### config.mk
export PLATFORM = sky130hd
export DESIGN_NAME = tpd_decoder
export DESIGN_NICKNAME = d
export VERILOG_FILES = /design/src/design/tpd_pkg.sv /design/src/design/tpd_gate_guard.sv /design/src/design/tpd_decoder.sv
export SDC_FILE = /design/constraint.sdc
export NUM_CORES = 1
export LEC_CHECK = 0
export BUFFER_PORTS_ARGS = -buffer_cell sky130_fd_sc_hd__buf_2
export CAP_MARGIN = 20
export CORE_MARGIN = 10
export CORE_UTILIZATION = 55
export CTS_CLUSTER_DIAMETER = 120
export DETAILED_ROUTE_END_ITERATION = 6
export GPL_TIMING_DRIVEN = 0
export MAX_ROUTING_LAYER = met4
export PLACE_DENSITY = 0.78
export SYNTH_ARGS = -nofsm -noshare
export SYNTH_HDL_FRONTEND = slang
export SYNTH_SLANG_ARGS = --single-unit
### constraint.sdc
create_clock -name clk -period 3.55 [get_ports clk]
set_input_delay 0.5325 -clock clk [delete_from_list [all_inputs] [get_ports clk]]
set_output_delay 0.5325 -clock clk [all_outputs]
set_load 0.05 [all_outputs]
### src/design/tpd_pkg.sv
package tpd_pkg;
	// phase count and indices
	localparam int unsigned PHASES = 3;
	localparam int unsigned PH_A   = 0;
	localparam int unsigned PH_B   = 1;
	localparam int unsigned PH_C   = 2;

	// clock and non-overlap timing
	localparam int unsigned CLK_MHZ      = 100;
	localparam int unsigned DEAD_NS      = 50;
	localparam int unsigned DEAD_CYC_RAW = (DEAD_NS * CLK_MHZ + 999) / 1000;
	localparam int unsigned DEAD_CYC     = (DEAD_CYC_RAW < 1) ? 1 : DEAD_CYC_RAW;
	localparam int unsigned DEAD_W       = 4;

	// control mode select field encodings
	localparam logic [1:0] MODE_SEL_SIX    = 2'h0;
	localparam logic [1:0] MODE_SEL_THREE  = 2'h1;
	localparam logic [1:0] MODE_SEL_SINGLE = 2'h2;
	localparam logic [1:0] MODE_SEL_INDEP  = 2'h3;

	// hardware strap readings
	localparam logic [1:0] STRAP_GROUND = 2'h0;
	localparam logic [1:0] STRAP_R47K   = 2'h1;
	localparam logic [1:0] STRAP_FLOAT  = 2'h2;
	localparam logic [1:0] STRAP_SUPPLY = 2'h3;

	// commutation state codes (a, b, c)
	localparam logic [2:0] CODE_STOP  = 3'h0;
	localparam logic [2:0] CODE_ALIGN = 3'h7;
	localparam logic [2:0] CODE_STEP1 = 3'h6;
	localparam logic [2:0] CODE_STEP2 = 3'h4;
	localparam logic [2:0] CODE_STEP3 = 3'h5;
	localparam logic [2:0] CODE_STEP4 = 3'h1;
	localparam logic [2:0] CODE_STEP5 = 3'h3;
	localparam logic [2:0] CODE_STEP6 = 3'h2;

	typedef enum {
		TPD_MODE_OFF,
		TPD_MODE_THREE,
		TPD_MODE_SINGLE
	} tpd_mode_e;

	typedef enum logic [1:0] {
		ROLE_OFF,
		ROLE_SRC,
		ROLE_SNK
	} tpd_role_e;

	typedef tpd_role_e [PHASES-1:0] tpd_roles_t;

	// per-phase logic inputs
	typedef struct packed {
		logic [PHASES-1:0] highIn;
		logic [PHASES-1:0] lowIn;
	} tpd_inputs_s;

	// per-phase gate commands
	typedef struct packed {
		logic [PHASES-1:0] upper;
		logic [PHASES-1:0] lower;
	} tpd_gates_s;
endpackage

### src/design/tpd_gate_guard.sv
`timescale 1ns/1ns
module tpd_gate_guard (
	// clock and reset
	input  wire logic clk,
	input  wire logic rst_n,
	// requested gate levels
	input  wire logic reqUpper,
	input  wire logic reqLower,
	// gate commands
	output logic      upperGate_r,
	output logic      lowerGate_r
);
	import tpd_pkg::*;

	logic [DEAD_W-1:0] deadCnt_r;
	logic              turnOff;
	logic              deadDone;
	logic              upperGate_nxt;
	logic              lowerGate_nxt;

	// a gate turning off opens the non-overlap gap
	assign turnOff  = (upperGate_r & ~reqUpper) | (lowerGate_r & ~reqLower);
	assign deadDone = (deadCnt_r == '0);

	// turn-on only after the gap and with the opposite gate off
	assign upperGate_nxt = reqUpper & ~reqLower &
		(upperGate_r | (~lowerGate_r & deadDone & ~turnOff));
	assign lowerGate_nxt = reqLower & ~reqUpper &
		(lowerGate_r | (~upperGate_r & deadDone & ~turnOff));

	always_ff @(posedge clk) begin
		if (!rst_n) begin
			upperGate_r <= 1'b0;
			lowerGate_r <= 1'b0;
		end else begin
			upperGate_r <= upperGate_nxt;
			lowerGate_r <= lowerGate_nxt;
		end
	end

	// gap counter
	always_ff @(posedge clk) begin
		if (!rst_n) begin
			deadCnt_r <= '0;
		end else if (turnOff) begin
			deadCnt_r <= DEAD_W'(DEAD_CYC);
		end else if (!deadDone) begin
			deadCnt_r <= deadCnt_r - DEAD_W'(1);
		end
	end
endmodule

### src/design/tpd_decoder.sv
// How it works
// - three-input mode on select field 01b or strap at 47 kilohm to ground
// - three-input, low input high: PWM low drives lower gate, high drives upper
// - three-input, low input low: both gates of that phase off
// - single-PWM mode on select field 10b or floating strap
// - phase A high input PWM sets frequency and duty of active bridges
// - in single-PWM mode three inputs form the commutation state code
// - code 000 stops all gates; 111 aligns A driven, B and C low on
// - six forward codes: source high follows PWM, low complement, sink low on
// - freewheel select keeps source lower gate off, upper switches with PWM
// - synchronous by default; freewheel select only on serial variants
// - direction high selects each step by complement of forward code
// - brake low: all upper gates off, all lower gates on
// - brake overrides PWM, state and direction inputs
`timescale 1ns/1ns
module tpd_decoder (
	// clock and reset
	input  wire logic               clk,
	input  wire logic               rst_n,
	// configuration
	input  wire logic               serialVariant,
	input  wire logic [1:0]         modeSelect,
	input  wire logic [1:0]         strapLevel,
	input  wire logic               freewheelSelect,
	// logic inputs from the controller
	input  wire tpd_pkg::tpd_inputs_s phaseIn,
	// gate commands
	output tpd_pkg::tpd_gates_s     gates,
	// decoded mode
	output logic                    threeModeOut,
	output logic                    singleModeOut
);
	import tpd_pkg::*;

	tpd_mode_e         mode_r;
	tpd_mode_e         mode_nxt;
	logic              freewheel_r;
	logic              singlePwm;
	logic [2:0]        stateCode;
	logic              directionIn;
	logic              brakeIn_n;
	logic [2:0]        lookupCode;
	tpd_roles_t        roles;
	logic [PHASES-1:0] reqUpper;
	logic [PHASES-1:0] reqLower;

	// six-step table, forward codes only
	function automatic tpd_roles_t stepRoles(input logic [2:0] code);
		tpd_roles_t r;
		r = '{default: ROLE_OFF};
		if (code == CODE_ALIGN) begin
			r[PH_A] = ROLE_SRC;
			r[PH_B] = ROLE_SNK;
			r[PH_C] = ROLE_SNK;
		end else if (code == CODE_STEP1) begin
			r[PH_B] = ROLE_SRC;
			r[PH_C] = ROLE_SNK;
		end else if (code == CODE_STEP2) begin
			r[PH_A] = ROLE_SRC;
			r[PH_C] = ROLE_SNK;
		end else if (code == CODE_STEP3) begin
			r[PH_A] = ROLE_SRC;
			r[PH_B] = ROLE_SNK;
		end else if (code == CODE_STEP4) begin
			r[PH_C] = ROLE_SRC;
			r[PH_B] = ROLE_SNK;
		end else if (code == CODE_STEP5) begin
			r[PH_C] = ROLE_SRC;
			r[PH_A] = ROLE_SNK;
		end else if (code == CODE_STEP6) begin
			r[PH_B] = ROLE_SRC;
			r[PH_A] = ROLE_SNK;
		end
		return r;
	endfunction

	// mode from select field or strap
	always_comb begin
		mode_nxt = TPD_MODE_OFF;
		if (serialVariant) begin
			if (modeSelect == MODE_SEL_THREE) begin
				mode_nxt = TPD_MODE_THREE;
			end else if (modeSelect == MODE_SEL_SINGLE) begin
				mode_nxt = TPD_MODE_SINGLE;
			end
		end else if (strapLevel == STRAP_R47K) begin
			mode_nxt = TPD_MODE_THREE;
		end else if (strapLevel == STRAP_FLOAT) begin
			mode_nxt = TPD_MODE_SINGLE;
		end
	end

	always_ff @(posedge clk) begin
		if (!rst_n) begin
			mode_r <= TPD_MODE_OFF;
		end else begin
			mode_r <= mode_nxt;
		end
	end

	// freewheel only honoured on serial variants
	always_ff @(posedge clk) begin
		if (!rst_n) begin
			freewheel_r <= 1'b0;
		end else begin
			freewheel_r <= serialVariant & freewheelSelect;
		end
	end

	// mode indication
	always_ff @(posedge clk) begin
		if (!rst_n) begin
			threeModeOut  <= 1'b0;
			singleModeOut <= 1'b0;
		end else begin
			threeModeOut  <= (mode_r == TPD_MODE_THREE);
			singleModeOut <= (mode_r == TPD_MODE_SINGLE);
		end
	end

	// single-PWM input roles
	assign singlePwm   = phaseIn.highIn[PH_A];
	assign stateCode   = {phaseIn.lowIn[PH_A], phaseIn.highIn[PH_B], phaseIn.lowIn[PH_B]};
	assign directionIn = phaseIn.highIn[PH_C];
	assign brakeIn_n   = phaseIn.lowIn[PH_C];
	// reverse steps only; stop and align keep their codes
	assign lookupCode  = (directionIn && stateCode != CODE_STOP && stateCode != CODE_ALIGN) ?
		~stateCode : stateCode;
	assign roles       = stepRoles(lookupCode);

	// per-phase gate requests
	always_comb begin
		reqUpper = '0;
		reqLower = '0;
		for (int i = 0; i < PHASES; i++) begin
			if (mode_r == TPD_MODE_THREE) begin
				if (phaseIn.lowIn[i]) begin
					reqUpper[i] = phaseIn.highIn[i];
					reqLower[i] = ~phaseIn.highIn[i];
				end
			end else if (mode_r == TPD_MODE_SINGLE) begin
				if (!brakeIn_n) begin
					reqLower[i] = 1'b1;
				end else if (roles[i] == ROLE_SRC) begin
					reqUpper[i] = singlePwm;
					reqLower[i] = ~singlePwm & ~freewheel_r;
				end else if (roles[i] == ROLE_SNK) begin
					reqLower[i] = 1'b1;
				end
			end
		end
	end

	// non-overlap guard per phase
	genvar g;
	generate
		for (g = 0; g < PHASES; g++) begin : gPhase
			tpd_gate_guard uGuard (
				.clk         (clk),
				.rst_n       (rst_n),
				.reqUpper    (reqUpper[g]),
				.reqLower    (reqLower[g]),
				.upperGate_r (gates.upper[g]),
				.lowerGate_r (gates.lower[g])
			);
		end
	endgenerate

	// checks
	AST_NO_SHOOT: assert property (@(posedge clk) disable iff (!rst_n)
		(gates.upper & gates.lower) == '0)
		else $error("upper and lower gate on together");

	AST_MODE_THREE: assert property (@(posedge clk) disable iff (!rst_n)
		(serialVariant && modeSelect == MODE_SEL_THREE) ||
		(!serialVariant && strapLevel == STRAP_R47K) |=> mode_r == TPD_MODE_THREE)
		else $error("three-input mode not entered");

	AST_MODE_SINGLE: assert property (@(posedge clk) disable iff (!rst_n)
		(serialVariant && modeSelect == MODE_SEL_SINGLE) ||
		(!serialVariant && strapLevel == STRAP_FLOAT) |=> ##1 singleModeOut)
		else $error("single-PWM mode not entered");

	AST_HIZ: assert property (@(posedge clk) disable iff (!rst_n)
		mode_r == TPD_MODE_THREE && !phaseIn.lowIn[PH_A] |=>
		!gates.upper[PH_A] && !gates.lower[PH_A])
		else $error("phase A not high impedance");

	AST_THREE_HIGH: assert property (@(posedge clk) disable iff (!rst_n)
		(mode_r == TPD_MODE_THREE && phaseIn.lowIn[PH_B] && phaseIn.highIn[PH_B])[*8] |=>
		gates.upper[PH_B] && !gates.lower[PH_B])
		else $error("phase B upper gate not following input");

	AST_STOP: assert property (@(posedge clk) disable iff (!rst_n)
		mode_r == TPD_MODE_SINGLE && brakeIn_n && stateCode == CODE_STOP |=>
		gates == '0)
		else $error("stop code left a gate on");

	AST_BRAKE: assert property (@(posedge clk) disable iff (!rst_n)
		(mode_r == TPD_MODE_SINGLE && !brakeIn_n)[*8] |=>
		gates.upper == '0 && gates.lower == '1)
		else $error("brake did not pull all lower gates on");

	AST_FREEWHEEL: assert property (@(posedge clk) disable iff (!rst_n)
		mode_r == TPD_MODE_SINGLE && freewheel_r && brakeIn_n &&
		stateCode == CODE_ALIGN |=> !gates.lower[PH_A])
		else $error("source lower gate switched while freewheeling");

	AST_STEP_ONE: assert property (@(posedge clk) disable iff (!rst_n)
		(mode_r == TPD_MODE_SINGLE && brakeIn_n && lookupCode == CODE_STEP1)[*8] |=>
		gates.lower[PH_C] && !gates.upper[PH_C] && !gates.upper[PH_A] && !gates.lower[PH_A])
		else $error("step one gate pattern wrong");

	AST_REV_ALIGN: assert property (@(posedge clk) disable iff (!rst_n)
		(mode_r == TPD_MODE_SINGLE && brakeIn_n && directionIn && stateCode == CODE_ALIGN)[*8] |=>
		gates.lower[PH_B] && gates.lower[PH_C] && !gates.upper[PH_B] && !gates.upper[PH_C])
		else $error("align code with direction high not aligning");
endmodule

==> results of run 1 <==
==> flip-flops by register name (all words and copies together), names as in the netlist <==
register	count
gPhase.uGuard.upperGate_r	3
gPhase.uGuard.deadCnt_r	12
singleModeOut	1
gPhase.uGuard.lowerGate_r	3
freewheel_r	1
threeModeOut	1
mode_r	2
==> Yosys cell counts (all sizes together) (4+ instances only) <==
master  count  area share, %
buf        10            4.8
nor3        8            3.7
mux2i       6            4.3
and3b       6            3.8
dfxtp      23             33
o31a        8            5.0
inv        11            3.0
nor4b       4            4.0
and2        4            1.8
nand2       9            2.4
o211ai      4            2.2
o21ai       7            2.5
or3b        5            3.1
nor2       10            2.7
a21oi       7            2.8
==> worst register-to-register path, delay by kind of cell, from the launching register on <==
family                     cells  cell delay (ps)
and+or+nand+nor                3              780
DFF                            1              330
buffers and inverters          2              240
adders and majority gates      1              210
AOI/OAI and AO/OA              1               80
==> how the worst max path moves through the flow <==
| stage | from | to | slack [ps] | depth (start not counted) |
|---|---|---|---|---|
| 2_1_floorplan | phaseIn[3] | gPhase[0].uGuard.deadCnt_r[0] | 1740 | 4 |
| 3_5_place_dp | phaseIn[0] | gPhase[2].uGuard.deadCnt_r[2] | 1540 | 6 |
| 3_3_place_gp | phaseIn[3] | gPhase[0].uGuard.deadCnt_r[0] | 1580 | 5 |
| 5_1_grt | gPhase[2].uGuard.deadCnt_r[0] | gPhase[2].uGuard.lowerGate_r | 1710 | 7 |
| 6_report | gPhase[2].uGuard.deadCnt_r[0] | gPhase[2].uGuard.lowerGate_r | 1820 | 7 |
| 4_1_cts | mode_r[1] | gPhase[2].uGuard.deadCnt_r[3] | 1820 | 4 |
==> report_power, final <==
group	leakage [nW]	total, W	internal (W)	switching (W)
clock network	0.0177	0.000116	0.0000419	0.0000739
logic	0.467	0.000419	0.000199	0.000220
registers	0.188	0.000364	0.000317	0.0000466
total	0.673	0.000899	0.000558	0.000341
==> area by class of cell <==
| cell class | instances | share of cell area, % |
|---|---|---|
| multi-input combinational | 111 | 52.0 |
| clock inverter | 1 | 0.320 |
| timing repair buffer | 21 | 6.72 |
| sequential | 23 | 29.4 |
| buffer | 13 | 5.04 |
| tap | 30 | 2.40 |
| clock buffer | 3 | 1.44 |
| inverter | 11 | 2.64 |
==> layer usage <==
| metal | track usage [%] | up-vias | part of all wire, % |
|---|---|---|---|
| met5 | - | - | 0 |
| met4 | 5.26 | 0 | 1.1 |
| met3 | 2.54 | 4 | 4.0 |
| met2 | 18.9 | 30 | 46 |
| met1 | 14.9 | 552 | 49 |
| li1 | - | 625 | - |
==> cell families (layout without fill, tap and decap cells) <==
| family | Yosys count | in the layout | synth area share [%] |
|---|---|---|---|
| DFF | 23 | 23 | 33.0 |
| adders and majority gates | 3 | 3 | 2.69 |
| muxes | 6 | 6 | 4.31 |
| buffers and inverters | 24 | 49 | 8.62 |
| AOI/OAI and AO/OA | 35 | 35 | 18.3 |
| and+or+nand+nor | 64 | 64 | 31.1 |
| xor gates and xnor gates | 3 | 3 | 1.89 |
==> layout by cell type, fill, tap and decap left out, types with 3 or more instances in the layout <==
cell,n
o21ai_0,7
o31a_1,8
and3b_1,6
dfxtp_1,23
nor3b_1,3
a21oi_1,6
a211oi_1,3
o211ai_1,4
xnor2_1,3
nand3b_1,3
nor2_1,10
nand2_1,9
ha_1,3
clkbuf_4,3
buf_2,24
or3_1,3
or3b_2,3
inv_1,11
clkbuf_1,3
nor3_1,7
mux2i_1,6
and2_1,4
buf_4,7
==> per-stage QoR <==
stage	hold slack, ps	area (µm²)
final	459	1560
after global routing	458	1560
after CTS	446	1560
after detailed placement	553	1540
after global placement	536	1540
after floorplan	512	1390
==> impl_metrics.py, run 1 <==
metrics = {
    "clock_tree": {
        "cts_tree": "done",
        "clk_path_buf_depth": 2,
        "htree_levels": 1,
        "cts_buffers": 3,
        "clkTransAtPathRegs_ps": 120,
        "cts_hold_buf": 0,
        "cts_setup_buffers": 0,
        "clock-sinks": 23,
        "root_buffer": "clkbuf_4",
        "cts_resized": 0,
        "insertion_delay_ps": 300,
    },
    "sta": {
        "setup_slack_ps": 1820,
        "max_freq_ghz": 0.577,
        "finalHoldViolations": 0,
        "setup_violations": 0,
        "fin_crit_ps": 1730,
        "tightest_slew_ps": 577,
        "fin_tns_setup_ps": 0,
        "relSlewSlack_pct": 61.3,
        "finClkSkew_ps": 4.88,
        "maxSlewViolCount": 0,
        "rsz0062_at_grt": "no",
        "fin_crit_sh_pct": 48.8,
    },
    "yosys": {
        "synth_area_per_cell_um2": 8.82,
        "synthesis.nets": 175,
        "synth_cell_types": 40,
        "synth_flop_cell": "dfxtp_1",
        "synth_edf_count": 0,
        "netlist_instances": 158,
        "yosys_warnings": 0,
        "syn_area_um2": 1390,
        "async_flop_share_pct": 0,
        "synth_seq_area_share_pct": 33.0,
        "ys_ff_latch": 23,
    },
    "route": {
        "drtAntennaViolNets": 0,
        "routed_wirelength_um": 2890,
        "routedWlPerCell_um": 13.6,
        "num_vias": 1211,
        "drt-initial-drc-count": 50,
        "drcViolationCount": 0,
        "viasPerCell": 5.69,
        "drt_first_pass_iters": 4,
    },
    "place": {
        "dpl.hpwl_um": 2350,
        "place.gp.congestion": 0.880,
        "placed_cells": 209,
        "place.port_buffers": 21,
        "pre_cts_slack_ps": 1540,
    },
    "cells_and_area": {
        "area_growth_pct": 12.2,
        "multi_input_area_um2": 813,
        "regArea_um2": 460,
        "nNetsFinal": 201,
        "instances_no_fill": 213,
        "utilization_pct": 63.7,
        "fillers": 217,
        "diodes": 0,
        "drive_gt1_share_pct": 24.6,
    },
    "setup_path": {
        "required_ps": 3770,
        "reg2reg_from": "gPhase[2].uGuard.deadCnt_r[0]",
        "slowest_delay_ps": 460,
        "reg2reg_slack_ps": 1820,
        "crit_buf_inv": 2,
        "arrival_ps": 1950,
        "r2r_cells": 7,
        "cp-end-kind": "flop",
        "criticalPathCategory": "flop to flop",
        "critPathLaunchType": "flop",
        "crit_fanout": 5,
        "rr_endpoint": "gPhase[2].uGuard.lowerGate_r",
        "crit_family": "simple AND/OR/NAND/NOR gates",
        "crit_chain": "inv_1 -> ha_1 -> or3b_2 -> clkbuf_1 -> nor2_1 -> o21ai_0 -> nor4_1",
        "cpMaxStageDelayCell": "or3b_2",
    },
    "floorplan": {
        "fp.dieW_um": 70.3,
        "start_util_pct": 56.8,
        "design.core.area_um2": 2450,
        "rows": 18,
        "design.die.area_um2": 4950,
        "ios": 22,
        "dieHeight_um": 70.3,
    },
    "run_status": {
        "status": "finished, final reports clean",
    },
    "global_route": {
        "grt_use_total_pct": 12.2,
        "antenna_found_initial": 0,
        "grt_pass1_vias": 1241,
        "overflow": 0,
        "grt_max_degree": 14,
        "grt_pass1_wl_um": 5190,
    },
    "worst_hold_path": {
        "hold_path.class": "input port to flop",
        "hold_depth": 2,
        "hold_start": "freewheelSelect",
        "min_to": "freewheel_r",
    },
    "pwr": {
        "power_w": 0.000899,
        "p_per_area_nw_per_um2": 575,
        "cellLeakagePower_nw": 0.673,
        "ir_drop_uv": 353,
    },
    "job": {
        "maxCapViolCount": 0,
    },
}
(Power assumes the default switching activity.)
==> inputs of run 2 (changes only) <==
- clock period: 3.55 -> 1.6 ns (I/O delays scaled with it)
==> impl_metrics.py, run 2 (synthesis results as in run 1) <==
metrics = {
    "setup_path": {
        "slowest_delay_ps": 530,
        "crit_family": "compound AO/OA/AOI/OAI gates",
        "cpMaxStageDelayCell": "or4b_4",
        "required_ps": 1810,
        "crit_buf_inv": 0,
        "critPathLaunchType": "flop",
        "r2r_cells": 4,
        "rr_endpoint": "gPhase[1].uGuard.deadCnt_r[2]",
        "arrival_ps": 1800,
        "crit_chain": "or4b_4 -> a21oi_4 -> a2111oi_4 -> o31a_1",
        "crit_fanout": 6,
        "cp-end-kind": "flop",
        "reg2reg_slack_ps": 6,
        "reg2reg_from": "mode_r[1]",
        "criticalPathCategory": "flop to flop",
    },
    "pwr": {
        "cellLeakagePower_nw": 0.685,
        "ir_drop_uv": 726,
        "p_per_area_nw_per_um2": 1280,
    },
    "sta": {
        "finClkSkew_ps": 2.62,
        "rsz0062_at_grt": "yes",
        "max_freq_ghz": 0.628,
        "fin_crit_ps": 1590,
        "maxSlewViolCount": 0,
        "relSlewSlack_pct": 55.1,
        "fin_crit_sh_pct": 99.6,
        "finalHoldViolations": 0,
        "tightest_slew_ps": 669,
        "setup_violations": 0,
    },
    "place": {
        "place.gp.congestion": 0.880,
        "placed_cells": 209,
        "dpl.hpwl_um": 2350,
        "place.port_buffers": 21,
        "placed_cell_area_um2": 1540,
    },
    "global_route": {
        "grt_pass1_wl_um": 5320,
        "grt_use_met1_pct": 15.2,
        "overflow": 0,
        "busiest_layer": "met2",
        "grtUsageMet3_pct": 2.54,
        "grt_use_total_pct": 12.6,
        "grt_use_met2_pct": 19.9,
        "grt_max_degree": 14,
        "grt_pass1_vias": 1233,
        "antenna_found_initial": 0,
    },
    "worst_hold_path": {
        "hold_depth": 2,
        "hold_path.class": "input port to flop",
        "hold_start": "freewheelSelect",
        "min_to": "freewheel_r",
    },
    "clock_tree": {
        "cts_hold_buf": 0,
        "cts_setup_buffers": 0,
        "clock-sinks": 23,
        "htree_levels": 1,
        "cts_tree": "done",
        "cts_buffers": 3,
        "clkTransAtPathRegs_ps": 120,
        "clk_path_buf_depth": 2,
        "root_buffer": "clkbuf_4",
        "insertion_delay_ps": 300,
    },
    "route": {
        "routedWlPerCell_um": 14.7,
        "drt_first_pass_iters": 4,
        "viasPerCell": 5.76,
        "drt-initial-drc-count": 58,
        "drtAntennaViolNets": 0,
        "drcViolationCount": 0,
        "num_vias": 1221,
        "routed_wirelength_um": 3120,
    },
    "cells_and_area": {
        "diodes": 0,
        "utilization_pct": 66.7,
        "nNetsFinal": 200,
        "instances_no_fill": 212,
        "top_regs": "gPhase.uGuard.deadCnt_r x12, gPhase.uGuard.lowerGate_r x3, gPhase.uGuard.upperGate_r x3",
        "area_growth_pct": 17.5,
        "final_common_cell": "buf_2",
        "top_register": "gPhase.uGuard.deadCnt_r",
        "drive_gt1_share_pct": 30.8,
        "largest_reg_flops": 12,
        "mostFrequentLayoutCells": "24 x buf_2, 20 x dfxtp_1, 10 x inv_1, 10 x nor2_1, 9 x nand2_1",
        "final_design_area_no_fill_um2": 1640,
    },
    "floorplan": {
        "dieHeight_um": 70.3,
        "rows": 18,
        "ios": 22,
        "design.die.area_um2": 4950,
        "fp.dieW_um": 70.3,
        "start_util_pct": 56.8,
        "design.core.area_um2": 2450,
    },
    "job": {
        "maxCapViolCount": 0,
    },
    "run_status": {
        "status": "finished, final reports clean",
    },
}
[run 2: cell count changes in the layout (fill, tap and decap cells not counted), sizes merged]
cell	previous run	this run
clkbuf	6	5
[run 2: power by group]
group | internal, W | leakage [nW] | switching (W)
Sequential | 0.000706 | 0.190 | 0.000107
Clock | 0.0000931 | 0.0177 | 0.000169
Combinational | 0.000507 | 0.477 | 0.000517
[run 2: layout make-up]
cell class                      instances  area (µm²)
Fill cell                             208         817
Tap cell                               30        37.5
Buffer                                 12        75.1
Inverter                               11        41.3
Sequential cell                        23         467
Multi-Input combinational cell        111         885
Clock inverter                          1        5.00
Clock buffer                            3        22.5
Timing Repair Buffer                   21         105
[run 2: worst reg2reg max path, stage by stage, from the launching register on]
cell and delay, ps:
dfxtp_4 390, or4b_4 530, a21oi_4 180, a2111oi_4 80, o31a_1 320
[run 2: routing by layer]
layer  vias to the layer above  share of wire, %
li1                        620                 -
met1                       562                46
met2                        35                48
met3                         4               4.3
met4                         0              0.74
met5                         -                 0
[run 2: worst max path at each step]
stage / startpoint / end / slack (ps) / cells past startpoint
floorplan: gPhase[2].uGuard.deadCnt_r[0] / gPhase[2].uGuard.deadCnt_r[0] / 8 / 6
global placement: phaseIn[3] / gPhase[0].uGuard.deadCnt_r[0] / -80 / 5
detailed placement: phaseIn[0] / gPhase[2].uGuard.deadCnt_r[2] / -120 / 6
CTS: mode_r[1] / gPhase[2].uGuard.deadCnt_r[2] / 8 / 4
global route: mode_r[1] / gPhase[0].uGuard.deadCnt_r[2] / -40 / 4
finish: mode_r[1] / gPhase[1].uGuard.deadCnt_r[2] / 6 / 4
[run 2: metrics by stage]
stage / setup TNS (ps) / power (W) / setup slack, ps / hold slack [ps]
3_5_place_dp: -956 / 0.00174 / -121 / 483
5_1_grt: -211 / 0.00228 / -44.2 / 165
4_1_cts: 0 / 0.00203 / 8.28 / 154
6_report: 0 / 0.00210 / 6.49 / 165
2_1_floorplan: 0 / 0.00156 / 7.91 / 389
3_3_place_gp: -366 / 0.00167 / -79.6 / 482
[run 2: repair_timing]
action                     CTS  global route
resized for setup            7            10
setup endpoints to repair   11            14
pin swaps                    3             4
==> inputs of run 3 (changes only) <==
- CORE_ASPECT_RATIO: not set -> 0.7
- CORE_UTILIZATION: 55 -> 50
- PLACE_DENSITY: 0.78 -> 0.75
- RECOVER_POWER: not set -> 25
- clock period: 1.6 -> 1.4 ns (I/O delays scaled with it)
==> impl_metrics.py, run 3 (synthesis results as in run 1) <==
metrics = {
    "global_route": {
        "grt_max_degree": 13,
        "grt_use_total_pct": 12.1,
        "antenna_found_initial": 0,
        "overflow": 0,
        "grt_pass1_wl_um": 5420,
        "grt_pass1_vias": 1257,
    },
    "route": {
        "drt_first_pass_iters": 4,
        "routed_wirelength_um": 3350,
        "num_vias": 1268,
        "routedWlPerCell_um": 15.3,
        "drcViolationCount": 0,
        "drt-initial-drc-count": 50,
        "viasPerCell": 5.79,
        "drtAntennaViolNets": 0,
    },
    "pwr": {
        "swShare_pct": 36.4,
        "p_per_area_nw_per_um2": 1540,
        "power.switching_w": 0.000964,
        "pwr-share-seq_pct": 35.7,
        "power.share.combinational_pct": 48.8,
        "internal-power_w": 0.00168,
        "cellLeakagePower_nw": 0.696,
        "clock_power_share_pct": 15.5,
        "ir_drop_uv": 776,
    },
    "cells_and_area": {
        "top_register": "gPhase.uGuard.deadCnt_r",
        "final_design_area_no_fill_um2": 1720,
        "diodes": 0,
        "drive_gt1_share_pct": 36.8,
        "fillers": 214,
        "top_regs": "gPhase.uGuard.deadCnt_r x12, gPhase.uGuard.lowerGate_r x3, gPhase.uGuard.upperGate_r x3",
        "final_common_cell": "buf_2",
        "nNetsFinal": 203,
        "mostFrequentLayoutCells": "23 x buf_2, 19 x dfxtp_1, 10 x buf_4",
        "area_growth_pct": 23.4,
        "largest_reg_flops": 12,
    },
    "place": {
        "placed_cell_area_um2": 1590,
        "place.port_buffers": 21,
        "place.gp.congestion": 0.815,
        "dpl.hpwl_um": 2500,
    },
    "sta": {
        "finClkSkew_ps": 4.86,
        "max_freq_ghz": 0.631,
        "setup_violations": 15,
        "fin_hold_ws_ps": 196,
        "setup_slack_ps": -185,
        "tightest_slew_ps": 544,
        "finalHoldViolations": 0,
        "fin_crit_sh_pct": 113,
        "fin_crit_ps": 1580,
        "rsz0062_at_grt": "yes",
        "relSlewSlack_pct": 63.7,
        "maxSlewViolCount": 0,
    },
    "floorplan": {
        "start_util_pct": 54.6,
        "rows": 15,
        "ios": 22,
        "design.core.area_um2": 2550,
        "dieHeight_um": 64.2,
        "design.die.area_um2": 5330,
        "fp.dieW_um": 83.1,
    },
    "setup_path": {
        "required_ps": 1570,
        "arrival_ps": 1760,
        "crit_fanout": 6,
        "criticalPathCategory": "flop to flop",
        "critPathLaunchType": "flop",
        "cp-end-kind": "flop",
    },
    "run_status": {
        "violations": "setup timing",
        "status": "complete, but fails checks",
    },
    "worst_hold_path": {
        "hold_path.class": "input port to flop",
    },
    "job": {
        "maxCapViolCount": 0,
    },
    "clock_tree": {
        "htree_levels": 1,
        "cts_buffers": 3,
        "clk_path_buf_depth": 2,
        "root_buffer": "clkbuf_8",
        "cts_tree": "done",
        "clock-sinks": 23,
        "cts_hold_buf": 0,
        "insertion_delay_ps": 260,
        "clkTransAtPathRegs_ps": 80,
    },
}
[run 3: cell count changes in the layout (fill, tap and decap cells not counted), moves of 3 or more]
cell      delta
buf_4        +3
clkbuf_4     -3
clkbuf_8     +3
inv_1        -4
inv_2        +4
[run 3: layer usage]
metal	up-vias	wire length, µm	track usage (%)
met5	-	0	-
met4	0	8	2.75
met3	2	143	4.18
met2	30	1570	19.7
met1	610	1630	14.2
li1	626	-	-
[run 3: power by group through the flow]
stage          logic [W]  clock network, W  registers, W
2_1_floorplan   0.000965                 0      0.000918
3_3_place_gp     0.00109                 0      0.000931
3_5_place_dp     0.00116                 0      0.000941
4_1_cts          0.00121          0.000415      0.000933
5_1_grt          0.00144          0.000439      0.000963
6_report         0.00129          0.000411      0.000944
[run 3: worst max-delay path, stage by stage (launching register included)]
cell	delay, ps
dfxtp_2	340
or4b_4	600
a21oi_4	180
a2111oi_4	70
nor4b_1	300
[run 3: what timing repair did]
| item | 4_1_cts | 5_1_grt |
|---|---|---|
| endpoints found under the hold margin | 0 | 0 |
| pin swaps | 2 | 3 |
| gates resized for setup | 8 | 12 |
| setup endpoints to repair | 17 | 17 |
| buffers inserted | 1 | 2 |
[run 3: worst paths after layout]
| path | cells after the start | endpoint | startpoint | slack [ps] |
|---|---|---|---|---|
| max | 4 | gPhase[1].uGuard.deadCnt_r[3] | mode_r[0] | -180 |
| min | 2 | freewheel_r | freewheelSelect | 200 |
| max reg2reg | 4 | gPhase[1].uGuard.deadCnt_r[3] | mode_r[0] | -180 |
| min reg2reg | 2 | gPhase[0].uGuard.upperGate_r | gPhase[0].uGuard.upperGate_r | 570 |
[run 3: area by class of cell]
class	instances	area, µm²	share of cell area [%]
multi-input cells	111	925	53.7
plain buffers	12	75.1	4.36
inverters	11	41.3	2.40
well taps	34	42.5	2.47
clock buffers	4	45.0	2.62
flip-flops and latches	23	465	27.1
repair buffers	24	126	7.35
[run 3: metrics by stage]
step           power, W  cells  util [%]  setup WS (ps)  setup TNS (ps)
2_1_floorplan   0.00188    158         -          -99.9            -587
3_3_place_gp    0.00202    213      62.5           -263           -2280
3_5_place_dp    0.00210    213      62.5           -286           -2880
4_1_cts         0.00256    217      65.6           -171           -1590
5_1_grt         0.00284    219      67.4           -228           -2560
6_report        0.00265    219      67.4           -185           -1670
